**config.mk**
```make
export PLATFORM = sky130hd
export DESIGN_NAME = vsb_core_map
export DESIGN_NICKNAME = d
export VERILOG_FILES = /design/src/rtl/vsb_pkg.sv /design/src/rtl/vsb_core_map.sv /design/src/rtl/vsb_stack_ram.sv /design/src/rtl/vsb_bank_decode.sv
export VERILOG_INCLUDE_DIRS = /design/src /design/src/rtl
export SDC_FILE = /design/constraint.sdc
export NUM_CORES = 2
export LEC_CHECK = 0
export CAP_MARGIN = 0
export CORE_AREA = 2 2 340 510
export CTS_CLUSTER_SIZE = 8
export DETAILED_ROUTE_END_ITERATION = 10
export DIE_AREA = 0 0 342 512
export DONT_BUFFER_PORTS = 1
export GPL_TIMING_DRIVEN = 0
export PLACE_DENSITY = 0.72
export SYNTH_ARGS = -nofsm -noshare
export SYNTH_HDL_FRONTEND = slang
export SYNTH_SLANG_ARGS = --single-unit
```
**constraint.sdc**
```tcl
create_clock -name i_ref_clk -period 4.16 [get_ports i_ref_clk]
set_clock_uncertainty 0.05 [all_clocks]
set_input_delay 0.832 -clock i_ref_clk [delete_from_list [all_inputs] [get_ports i_ref_clk]]
set_output_delay 0.832 -clock i_ref_clk [all_outputs]
set_load 0.01 [all_outputs]
```
**src/rtl/vsb_regs.svh**
```systemverilog
// Named constants for the vector, stack and bank address unit.
// Assumes a 14-bit program address, an 8-bit data RAM address and 8-bit register addresses.
`ifndef VSB_REGS_SVH
`define VSB_REGS_SVH

// ==========================================================================
// Program memory map
`define VSB_VEC_RESET 14'h0000
`define VSB_VEC_SUPPLY 14'h0004
`define VSB_VEC_DIG_FIRST 14'h0008
`define VSB_VEC_DIG_LAST 14'h0024
`define VSB_VEC_ANA_FIRST 14'h0028
`define VSB_VEC_ANA_LAST 14'h0034
`define VSB_VEC_GPIO 14'h0038
`define VSB_VEC_SLEEP 14'h003C
`define VSB_USER_START 14'h0040
`define VSB_PC_MAX 14'h3FFF
`define VSB_PC_ONE 14'h0001

// ==========================================================================
// Interrupt sources and acknowledge latency
`define VSB_NUM_IRQ 15
`define VSB_IRQ_NONE 4'hF
`define VSB_ACK_CYCLES 4'hD
`define VSB_CNT_ONE 4'h1

// ==========================================================================
// Data RAM stack
`define VSB_SP_BOTTOM 8'h00
`define VSB_SP_TOP 8'hFF
`define VSB_SP_ONE 8'h01

// ==========================================================================
// Register banks
`define VSB_SHARED_LO 8'h71
`define VSB_SHARED_HI 8'h9F

`endif

```
**src/rtl/vsb_pkg.sv**
```systemverilog
// Types shared by the vector, stack and bank address unit.
// Assumes the constants header is included by each user.
package vsb_pkg;

   typedef enum logic [0:0] {
      VSB_IDLE,
      VSB_WAIT
   } vsb_ack_state_t;

   typedef logic [13:0] vsb_paddr_t;
   typedef logic [7:0] vsb_daddr_t;

endpackage

```
**src/rtl/vsb_core_map.sv**
```systemverilog
// Address unit of the processor core: program counter with vector table, interrupt
// acknowledge sequencer, upward-growing hardware stack and register bank selection.
// Assumes all inputs are synchronous to i_ref_clk and strobes last one cycle.
`timescale 1ns/1ns
`default_nettype none
`include "vsb_regs.svh"

module vsb_core_map
   import vsb_pkg::*;
(
   // Clock and reset
   input wire logic i_ref_clk,
   input wire logic i_reset,
   // Program counter control
   input wire logic i_pc_step,
   input wire logic i_pc_load,
   input wire vsb_paddr_t i_pc_load_addr,
   // Interrupts: bit 0 supply, 1..4 basic, 5..8 comm, 9..12 analog, 13 pin, 14 sleep
   input wire logic [14:0] i_irq_pend,
   input wire logic i_irq_ack,
   // Stack
   input wire logic i_push,
   input wire logic i_pop,
   input wire logic [7:0] i_push_data,
   input wire logic i_sp_load,
   input wire vsb_daddr_t i_sp_load_val,
   // Register access
   input wire logic i_bank_extend_flag,
   input wire logic [7:0] i_reg_addr,
   input wire logic i_reg_wr,
   input wire logic i_reg_rd,
   // Program counter status
   output vsb_paddr_t o_pc_q,
   output logic o_pc_user_q,
   output logic o_pc_in_flash_q,
   // Interrupt status
   output logic o_irq_busy_q,
   output logic [3:0] o_irq_src_q,
   output logic o_vec_enter_q,
   // Stack status
   output vsb_daddr_t o_sp_q,
   output logic o_stack_wrap_q,
   output logic [7:0] o_pop_data_q,
   output logic o_pop_valid_q,
   // Decoded register access
   output logic o_reg_bank_q,
   output logic o_reg_shared_q,
   output logic [8:0] o_reg_index_q,
   output logic o_reg_wr_q,
   output logic o_reg_rd_q
);

   // Highest implemented flash address; a smaller variant lowers it.
   parameter vsb_paddr_t FLASH_TOP = `VSB_PC_MAX;

   // ========================================================================
   // Helpers

   // Lowest index wins: the supply monitor has the highest priority.
   function automatic logic [3:0] first_pending(input logic [14:0] p);
      first_pending = `VSB_IRQ_NONE;
      for (int k = `VSB_NUM_IRQ - 1; k >= 0; k--) begin
         if (p[k]) begin
            first_pending = 4'(k);
         end
      end
   endfunction

   // Sources sit in consecutive four-byte slots after the reset vector.
   function automatic vsb_paddr_t vector_of(input logic [3:0] src);
      vector_of = `VSB_VEC_SUPPLY + {8'h00, src, 2'b00};
   endfunction

   // 14-bit wrap keeps the counter inside the program space.
   function automatic vsb_paddr_t pc_next(input vsb_paddr_t pc);
      pc_next = (pc == `VSB_PC_MAX) ? `VSB_VEC_RESET : pc + `VSB_PC_ONE;
   endfunction

   // ========================================================================
   // Interrupt acknowledge sequencer

   vsb_ack_state_t state_q;
   vsb_ack_state_t state_d;
   logic [3:0] cnt_q;
   logic [3:0] cnt_d;
   logic [3:0] src_d;
   vsb_paddr_t vec_q;
   vsb_paddr_t vec_d;
   logic busy_d;
   logic enter_d;
   logic take_ack;
   logic pc_frozen;
   logic [3:0] pick;

   // An acknowledge is taken only from idle with a source pending; a late or
   // spurious acknowledge is dropped rather than queued, so software must
   // acknowledge again once the busy flag has fallen.
   always_comb begin
      state_d = state_q;
      cnt_d = cnt_q;
      vec_d = vec_q;
      src_d = o_irq_src_q;
      enter_d = 1'b0;
      take_ack = 1'b0;
      pick = first_pending(i_irq_pend);
      case (state_q)
         VSB_IDLE: begin
            if (i_irq_ack && (pick != `VSB_IRQ_NONE)) begin
               take_ack = 1'b1;
               state_d = VSB_WAIT;
               cnt_d = `VSB_CNT_ONE;
               src_d = pick;
               vec_d = vector_of(pick);
            end
         end
         VSB_WAIT: begin
            if (cnt_q == `VSB_ACK_CYCLES) begin
               state_d = VSB_IDLE;
               enter_d = 1'b1;
            end else begin
               cnt_d = cnt_q + `VSB_CNT_ONE;
            end
         end
         default: begin
            state_d = VSB_IDLE;
         end
      endcase
      busy_d = (state_d == VSB_WAIT);
      // The counter is frozen against jumps from the acknowledge cycle until the
      // vector lands, so a stray step cannot shift the entry point.
      pc_frozen = take_ack || (state_q == VSB_WAIT);
   end

   always_ff @(posedge i_ref_clk or posedge i_reset) begin
      if (i_reset) begin
         state_q <= VSB_IDLE;
         cnt_q <= 4'h0;
         vec_q <= `VSB_VEC_RESET;
         o_irq_src_q <= `VSB_IRQ_NONE;
         o_irq_busy_q <= 1'b0;
         o_vec_enter_q <= 1'b0;
      end else begin
         state_q <= state_d;
         cnt_q <= cnt_d;
         vec_q <= vec_d;
         o_irq_src_q <= src_d;
         o_irq_busy_q <= busy_d;
         o_vec_enter_q <= enter_d;
      end
   end

   // ========================================================================
   // Program counter

   vsb_paddr_t pc_d;
   logic user_d;
   logic in_flash_d;

   // The vector wins over a jump, and a jump wins over a step.
   always_comb begin
      pc_d = o_pc_q;
      if (enter_d) begin
         pc_d = vec_q;
      end else if (!pc_frozen && i_pc_load) begin
         pc_d = i_pc_load_addr;
      end else if (!pc_frozen && i_pc_step) begin
         pc_d = pc_next(o_pc_q);
      end
      // The flags follow the next value so that they line up with the counter.
      user_d = (pc_d >= `VSB_USER_START);
      in_flash_d = (pc_d <= FLASH_TOP);
   end

   always_ff @(posedge i_ref_clk or posedge i_reset) begin
      if (i_reset) begin
         o_pc_q <= `VSB_VEC_RESET;
         o_pc_user_q <= 1'b0;
         o_pc_in_flash_q <= 1'b1;
      end else begin
         o_pc_q <= pc_d;
         o_pc_user_q <= user_d;
         o_pc_in_flash_q <= in_flash_d;
      end
   end

   // ========================================================================
   // Hardware stack

   // The pointer wraps freely in both directions; a push from the top location
   // lands on address zero and only the one-cycle wrap pulse records it.
   vsb_daddr_t sp_d;
   logic wrap_d;
   logic do_push;
   logic do_pop;

   // A push and a pop in one cycle cancel; neither touches memory.
   always_comb begin
      do_push = i_push && !i_pop && !i_sp_load;
      do_pop = i_pop && !i_push && !i_sp_load;
      sp_d = o_sp_q;
      wrap_d = 1'b0;
      if (i_sp_load) begin
         sp_d = i_sp_load_val;
      end else if (do_push) begin
         sp_d = o_sp_q + `VSB_SP_ONE;
         wrap_d = (o_sp_q == `VSB_SP_TOP);
      end else if (do_pop) begin
         sp_d = o_sp_q - `VSB_SP_ONE;
      end
   end

   always_ff @(posedge i_ref_clk or posedge i_reset) begin
      if (i_reset) begin
         o_sp_q <= `VSB_SP_BOTTOM;
         o_stack_wrap_q <= 1'b0;
         o_pop_valid_q <= 1'b0;
      end else begin
         o_sp_q <= sp_d;
         o_stack_wrap_q <= wrap_d;
         o_pop_valid_q <= do_pop;
      end
   end

   // Push writes at the pointer; pop reads the word below it.
   vsb_stack_ram u_stack_ram (
      .i_ref_clk(i_ref_clk),
      .i_reset(i_reset),
      .i_we(do_push),
      .i_waddr(o_sp_q),
      .i_wdata(i_push_data),
      .i_re(do_pop),
      .i_raddr(sp_d),
      .o_rdata_q(o_pop_data_q)
   );

   // ========================================================================
   // Register bank selection

   // Writes to reserved addresses or bits are passed on unchecked; software keeps
   // them clear.
   vsb_bank_decode u_bank_decode (
      .i_ref_clk(i_ref_clk),
      .i_reset(i_reset),
      .i_bank_extend_flag(i_bank_extend_flag),
      .i_reg_addr(i_reg_addr),
      .i_reg_wr(i_reg_wr),
      .i_reg_rd(i_reg_rd),
      .o_bank_q(o_reg_bank_q),
      .o_shared_q(o_reg_shared_q),
      .o_index_q(o_reg_index_q),
      .o_wr_q(o_reg_wr_q),
      .o_rd_q(o_reg_rd_q)
   );

endmodule

`default_nettype wire

```
**src/rtl/vsb_stack_ram.sv**
```systemverilog
// 256 by 8 stack memory with one write port and a registered read port.
// Assumes the caller never reads and writes the same word in one cycle.
`timescale 1ns/1ns
`default_nettype none
`include "vsb_regs.svh"

module vsb_stack_ram
   import vsb_pkg::*;
(
   // Clock and reset
   input wire logic i_ref_clk,
   input wire logic i_reset,
   // Write port
   input wire logic i_we,
   input wire vsb_daddr_t i_waddr,
   input wire logic [7:0] i_wdata,
   // Read port
   input wire logic i_re,
   input wire vsb_daddr_t i_raddr,
   output logic [7:0] o_rdata_q
);

   logic [7:0] mem [0:255];
   logic [7:0] rdata_d;

   always_comb begin
      rdata_d = o_rdata_q;
      if (i_re) begin
         rdata_d = mem[i_raddr];
      end
   end

   // The array has no reset: stack contents are undefined until pushed.
   always_ff @(posedge i_ref_clk) begin
      if (i_we) begin
         mem[i_waddr] <= i_wdata;
      end
   end

   always_ff @(posedge i_ref_clk or posedge i_reset) begin
      if (i_reset) begin
         o_rdata_q <= 8'h00;
      end else begin
         o_rdata_q <= rdata_d;
      end
   end

endmodule

`default_nettype wire

```
**src/rtl/vsb_bank_decode.sv**
```systemverilog
// Register bank decoder: turns an 8-bit register address and the bank flag into a
// 9-bit register index. Shared window addresses always map into bank zero.
// Assumes the access strobes are one cycle long and synchronous.
`timescale 1ns/1ns
`default_nettype none
`include "vsb_regs.svh"

module vsb_bank_decode
   import vsb_pkg::*;
(
   // Clock and reset
   input wire logic i_ref_clk,
   input wire logic i_reset,
   // Access request
   input wire logic i_bank_extend_flag,
   input wire logic [7:0] i_reg_addr,
   input wire logic i_reg_wr,
   input wire logic i_reg_rd,
   // Decoded access
   output logic o_bank_q,
   output logic o_shared_q,
   output logic [8:0] o_index_q,
   output logic o_wr_q,
   output logic o_rd_q
);

   function automatic logic in_shared(input logic [7:0] a);
      in_shared = (a >= `VSB_SHARED_LO) && (a <= `VSB_SHARED_HI);
   endfunction

   logic bank_d;
   logic shared_d;
   logic [8:0] index_d;

   always_comb begin
      shared_d = in_shared(i_reg_addr);
      bank_d = shared_d ? 1'b0 : i_bank_extend_flag;
      index_d = {bank_d, i_reg_addr};
   end

   always_ff @(posedge i_ref_clk or posedge i_reset) begin
      if (i_reset) begin
         o_bank_q <= 1'b0;
         o_shared_q <= 1'b0;
         o_index_q <= 9'h000;
         o_wr_q <= 1'b0;
         o_rd_q <= 1'b0;
      end else begin
         o_bank_q <= bank_d;
         o_shared_q <= shared_d;
         o_index_q <= index_d;
         o_wr_q <= i_reg_wr;
         o_rd_q <= i_reg_rd;
      end
   end

endmodule

`default_nettype wire

```
==> impl_metrics.env <==
export IMPL_syn_num_nets=6006
export IMPL_drc=0
export IMPL_overflow=0
export IMPL_antenna_found_initial=29
export IMPL_min_period_ps=4340
export IMPL_timing_hold_ws_ps=-10.86
export IMPL_slew_headroom_pct=-20.33
export IMPL_crit_arrival_ps=5140
export IMPL_min_delay_path_depth=0
export IMPL_dominantRegCellSynth="edfxtp_1"
export IMPL_r2r_setup_slack_ps=-180
export IMPL_setup_viol=96
export IMPL_syn_area_per_cell_um2=14.28
export IMPL_cp_max_fo=10
export IMPL_drt_pass1_iterations=7
export IMPL_end_kind="register"
export IMPL_ant_nets=0
export IMPL_r2r_start="o_sp_q[0]"
export IMPL_rows=186
export IMPL_fin_nets=6377
export IMPL_yosysTopAreaCellShare_pct=72.59
export IMPL_synth_cells=5933
export IMPL_vias=57540
export IMPL_via_per_inst=6.645
export IMPL_cts_tree="built"
export IMPL_place_area_um2=87670
export IMPL_power_leakage_uw=0.03388
export IMPL_hold_end="u_stack_ram.mem[115][0]"
export IMPL_die_w_um=342
export IMPL_hold_class="input pin to register"
export IMPL_core_area_um2=170800
export IMPL_clk_latency_ps=960
export IMPL_grt_max_degree=257
export IMPL_yosys_warnings=0
export IMPL_ys_top_cells_by_count="edfxtp_1 (2048), nand2_1 (1367), nand3_1 (394), nor2_1 (303), mux2i_1 (256)"
export IMPL_crit_required_ps=4960
export IMPL_grt_util_all_layers_pct=36.42
export IMPL_ir_drop_mv=0.6128
export IMPL_grt_pass1_wl_um=433400
export IMPL_drive_gt1_share_pct=17.07
export IMPL_place_detailed_hpwl_um=209700
export IMPL_root_buffer="clkbuf_16"
export IMPL_fillerInstances=12800
export IMPL_crit_type="register to register"
export IMPL_io_buffers=0
export IMPL_synth_cell_type_count=78
export IMPL_max_freq_mhz=230.4
export IMPL_seq_area_frac_synth_pct=74.40
export IMPL_grt_pass1_vias=55580
export IMPL_place_congestion=1.084
export IMPL_area_delta_synth_final_pct=17.67
export IMPL_design_area_um2=99690
export IMPL_drtIter0Drc=9252
export IMPL_netlist_area_um2=84720
export IMPL_synthArstFlopShare_pct=2.892
export IMPL_setup_tns_ps=-4709
export IMPL_io_pins=117
export IMPL_wirelength_um=320000
export IMPL_fin_crit_sh_pct=104.3
export IMPL_die_area_um2=175100
export IMPL_tightest_slew_ps=1805
export IMPL_synth_edff_count=2048
export IMPL_initial_utilization_pct=49.60
export IMPL_r2r_cells=15
export IMPL_cts_buffers=313
export IMPL_wl_per_cell_um=36.96
export IMPL_cp_start_kind="register"
export IMPL_grt_setup_unrepaired="yes"
export IMPL_cts_sinks=2109
export IMPL_cts_reportedPaths_clkPinSlew_ps=50
export IMPL_clk_path_buf_depth=4
export IMPL_finalHoldViolations=3
export IMPL_ys_ff_latch=2109
export IMPL_outcome="finished, violations left"
export IMPL_reg2reg_to="u_stack_ram.o_rdata_q[1]"
export IMPL_finalMaxSlewViolations=44
export IMPL_ctsHtreeMaxLevel=5
export IMPL_cap_violations=4
export IMPL_yosys_top_cells_area="edfxtp_1 (73%), nand2_1 (6.1%), mux2i_1 (3.0%)"
export IMPL_fp_dieH_um=512
export IMPL_post_route_worst_setup_slack_ps=-180.0
export IMPL_yosysTopAreaCell="edfxtp_1"
export IMPL_failed_checks="negative hold slack, max-capacitance violations, max-slew violations, negative setup slack"
export IMPL_yosysMostFrequentCell="edfxtp_1"
export IMPL_worstHoldStart="i_push_data[0]"
export IMPL_p_per_area_nw_per_um2=540.8
worst max-delay path, stage by stage, from the launching register on:
cell,delay (ps)
dfrtp_4,570
inv_4,70
ha_1,330
nor3b_2,250
a2111oi_4,80
buf_4,170
nor2_4,330
inv_2,90
buf_4,240
nor2_1,260
buf_6,320
clkbuf_4,390
nand3_1,260
a31oi_2,340
nor4_4,150
o311ai_1,280
sequential cells by signal (all words and copies together), names as in the netlist, 4 cells and up:
name,count
u_bank_decode.o_index_q,8
o_irq_src_q,4
cnt_q,4
u_stack_ram.o_rdata_q,8
vec_q,5
o_sp_q,8
u_stack_ram.mem,2048
o_pc_q,14
area by class of cell:
class | count | area [µm²] | area share (%)
well taps | 2256 | 2823 | 2.831
repair inverters | 1 | 16.27 | 0.01632
inverters | 60 | 246.5 | 0.2472
repair buffers | 65 | 645.6 | 0.6476
clock buffers | 376 | 8133 | 8.158
plain buffers | 376 | 2869 | 2.878
multi-input cells | 3378 | 21700 | 21.77
clock inverters | 14 | 155.1 | 0.1556
diodes | 23 | 57.56 | 0.05773
flip-flops and latches | 2109 | 63040 | 63.24
per-layer routing:
layer	track usage, %	vias to the layer above	wire length, µm	share of wire [%]
met2	55.56	4915	143200	45
met5	0	-	54	0.017
li1	-	23050	-	-
met4	33.17	8	38400	12
met1	39.62	28190	96200	30
met3	13.05	1377	42190	13
cell usage in the layout, fill, tap and decap left out, types with 25 or more instances in the layout:
| cell type | instances |
|---|---|
| edfxtp_1 | 2048 |
| nand2_1 | 1359 |
| nand3_1 | 389 |
| clkbuf_16 | 319 |
| nor2_1 | 293 |
| mux2i_1 | 250 |
| and3_1 | 117 |
| clkbuf_1 | 113 |
| buf_4 | 108 |
| a21oi_1 | 103 |
| a31oi_1 | 99 |
| mux4_2 | 76 |
| a311oi_1 | 75 |
| buf_2 | 64 |
| clkbuf_4 | 53 |
| buf_6 | 52 |
| inv_1 | 51 |
| dfrtp_1 | 51 |
| clkbuf_2 | 41 |
| a211oi_1 | 38 |
| mux2_2 | 34 |
| a311oi_2 | 29 |
| o21ai_0 | 28 |
| o22ai_1 | 25 |
| a32oi_1 | 25 |
how the worst max path moves through the flow:
stage                        start  slack, ps  cells past startpoint                       end
floorplan           i_irq_pend[13]        100                     19               o_pc_user_q
global route             o_sp_q[0]       -140                     16  u_stack_ram.o_rdata_q[3]
detailed placement       o_sp_q[0]      -3060                     12  u_stack_ram.o_rdata_q[2]
CTS                      o_sp_q[0]        -20                     13  u_stack_ram.o_rdata_q[5]
global placement         o_sp_q[1]      -2980                     12  u_stack_ram.o_rdata_q[2]
finish                   o_sp_q[0]       -180                     15  u_stack_ram.o_rdata_q[1]
report_power, final:
part           leakage, µW  total, µW  switching (µW)  internal (µW)
combinational       0.0107       7810            5540           2270
clock              0.00404      22300            8750          13500
sequential          0.0191      23800             295          23600
total               0.0339      53900           14600          39300
repair_timing:
action,4_1_cts,5_1_grt
gates cloned,1,1
pin swaps,52,33
resized for setup,628,177
hold buffers,23,1
setup buffers,14,18
endpoints found under the hold margin,122,23
setup endpoints to repair,10,55
kinds of logic after synthesis:
logic type | share of synthesized area, %
adder cells (fa/ha/maj) | 0.1329
buffers and inverters | 2.363
AO/OA/AOI/OAI | 5.603
other | 0.004426
multiplexers | 5.621
AND/OR/NAND/NOR | 11.67
XOR/XNOR | 0.2023
flip-flops | 74.40
metrics by stage:
step / setup WS [ps] / util (%) / power (µW) / std cells
final: -180.0 / 58.36 / 53920 / 8658
after detailed placement: -3064 / 51.32 / 30580 / 8195
after CTS: -17.64 / 57.84 / 53080 / 8619
after global placement: -2985 / 51.25 / 30470 / 8189
after global routing: -141.1 / 58.33 / 54650 / 8636
after floorplan: 97.41 / - / 27560 / 5933
Note: power is estimated with default switching activity, not from simulation.
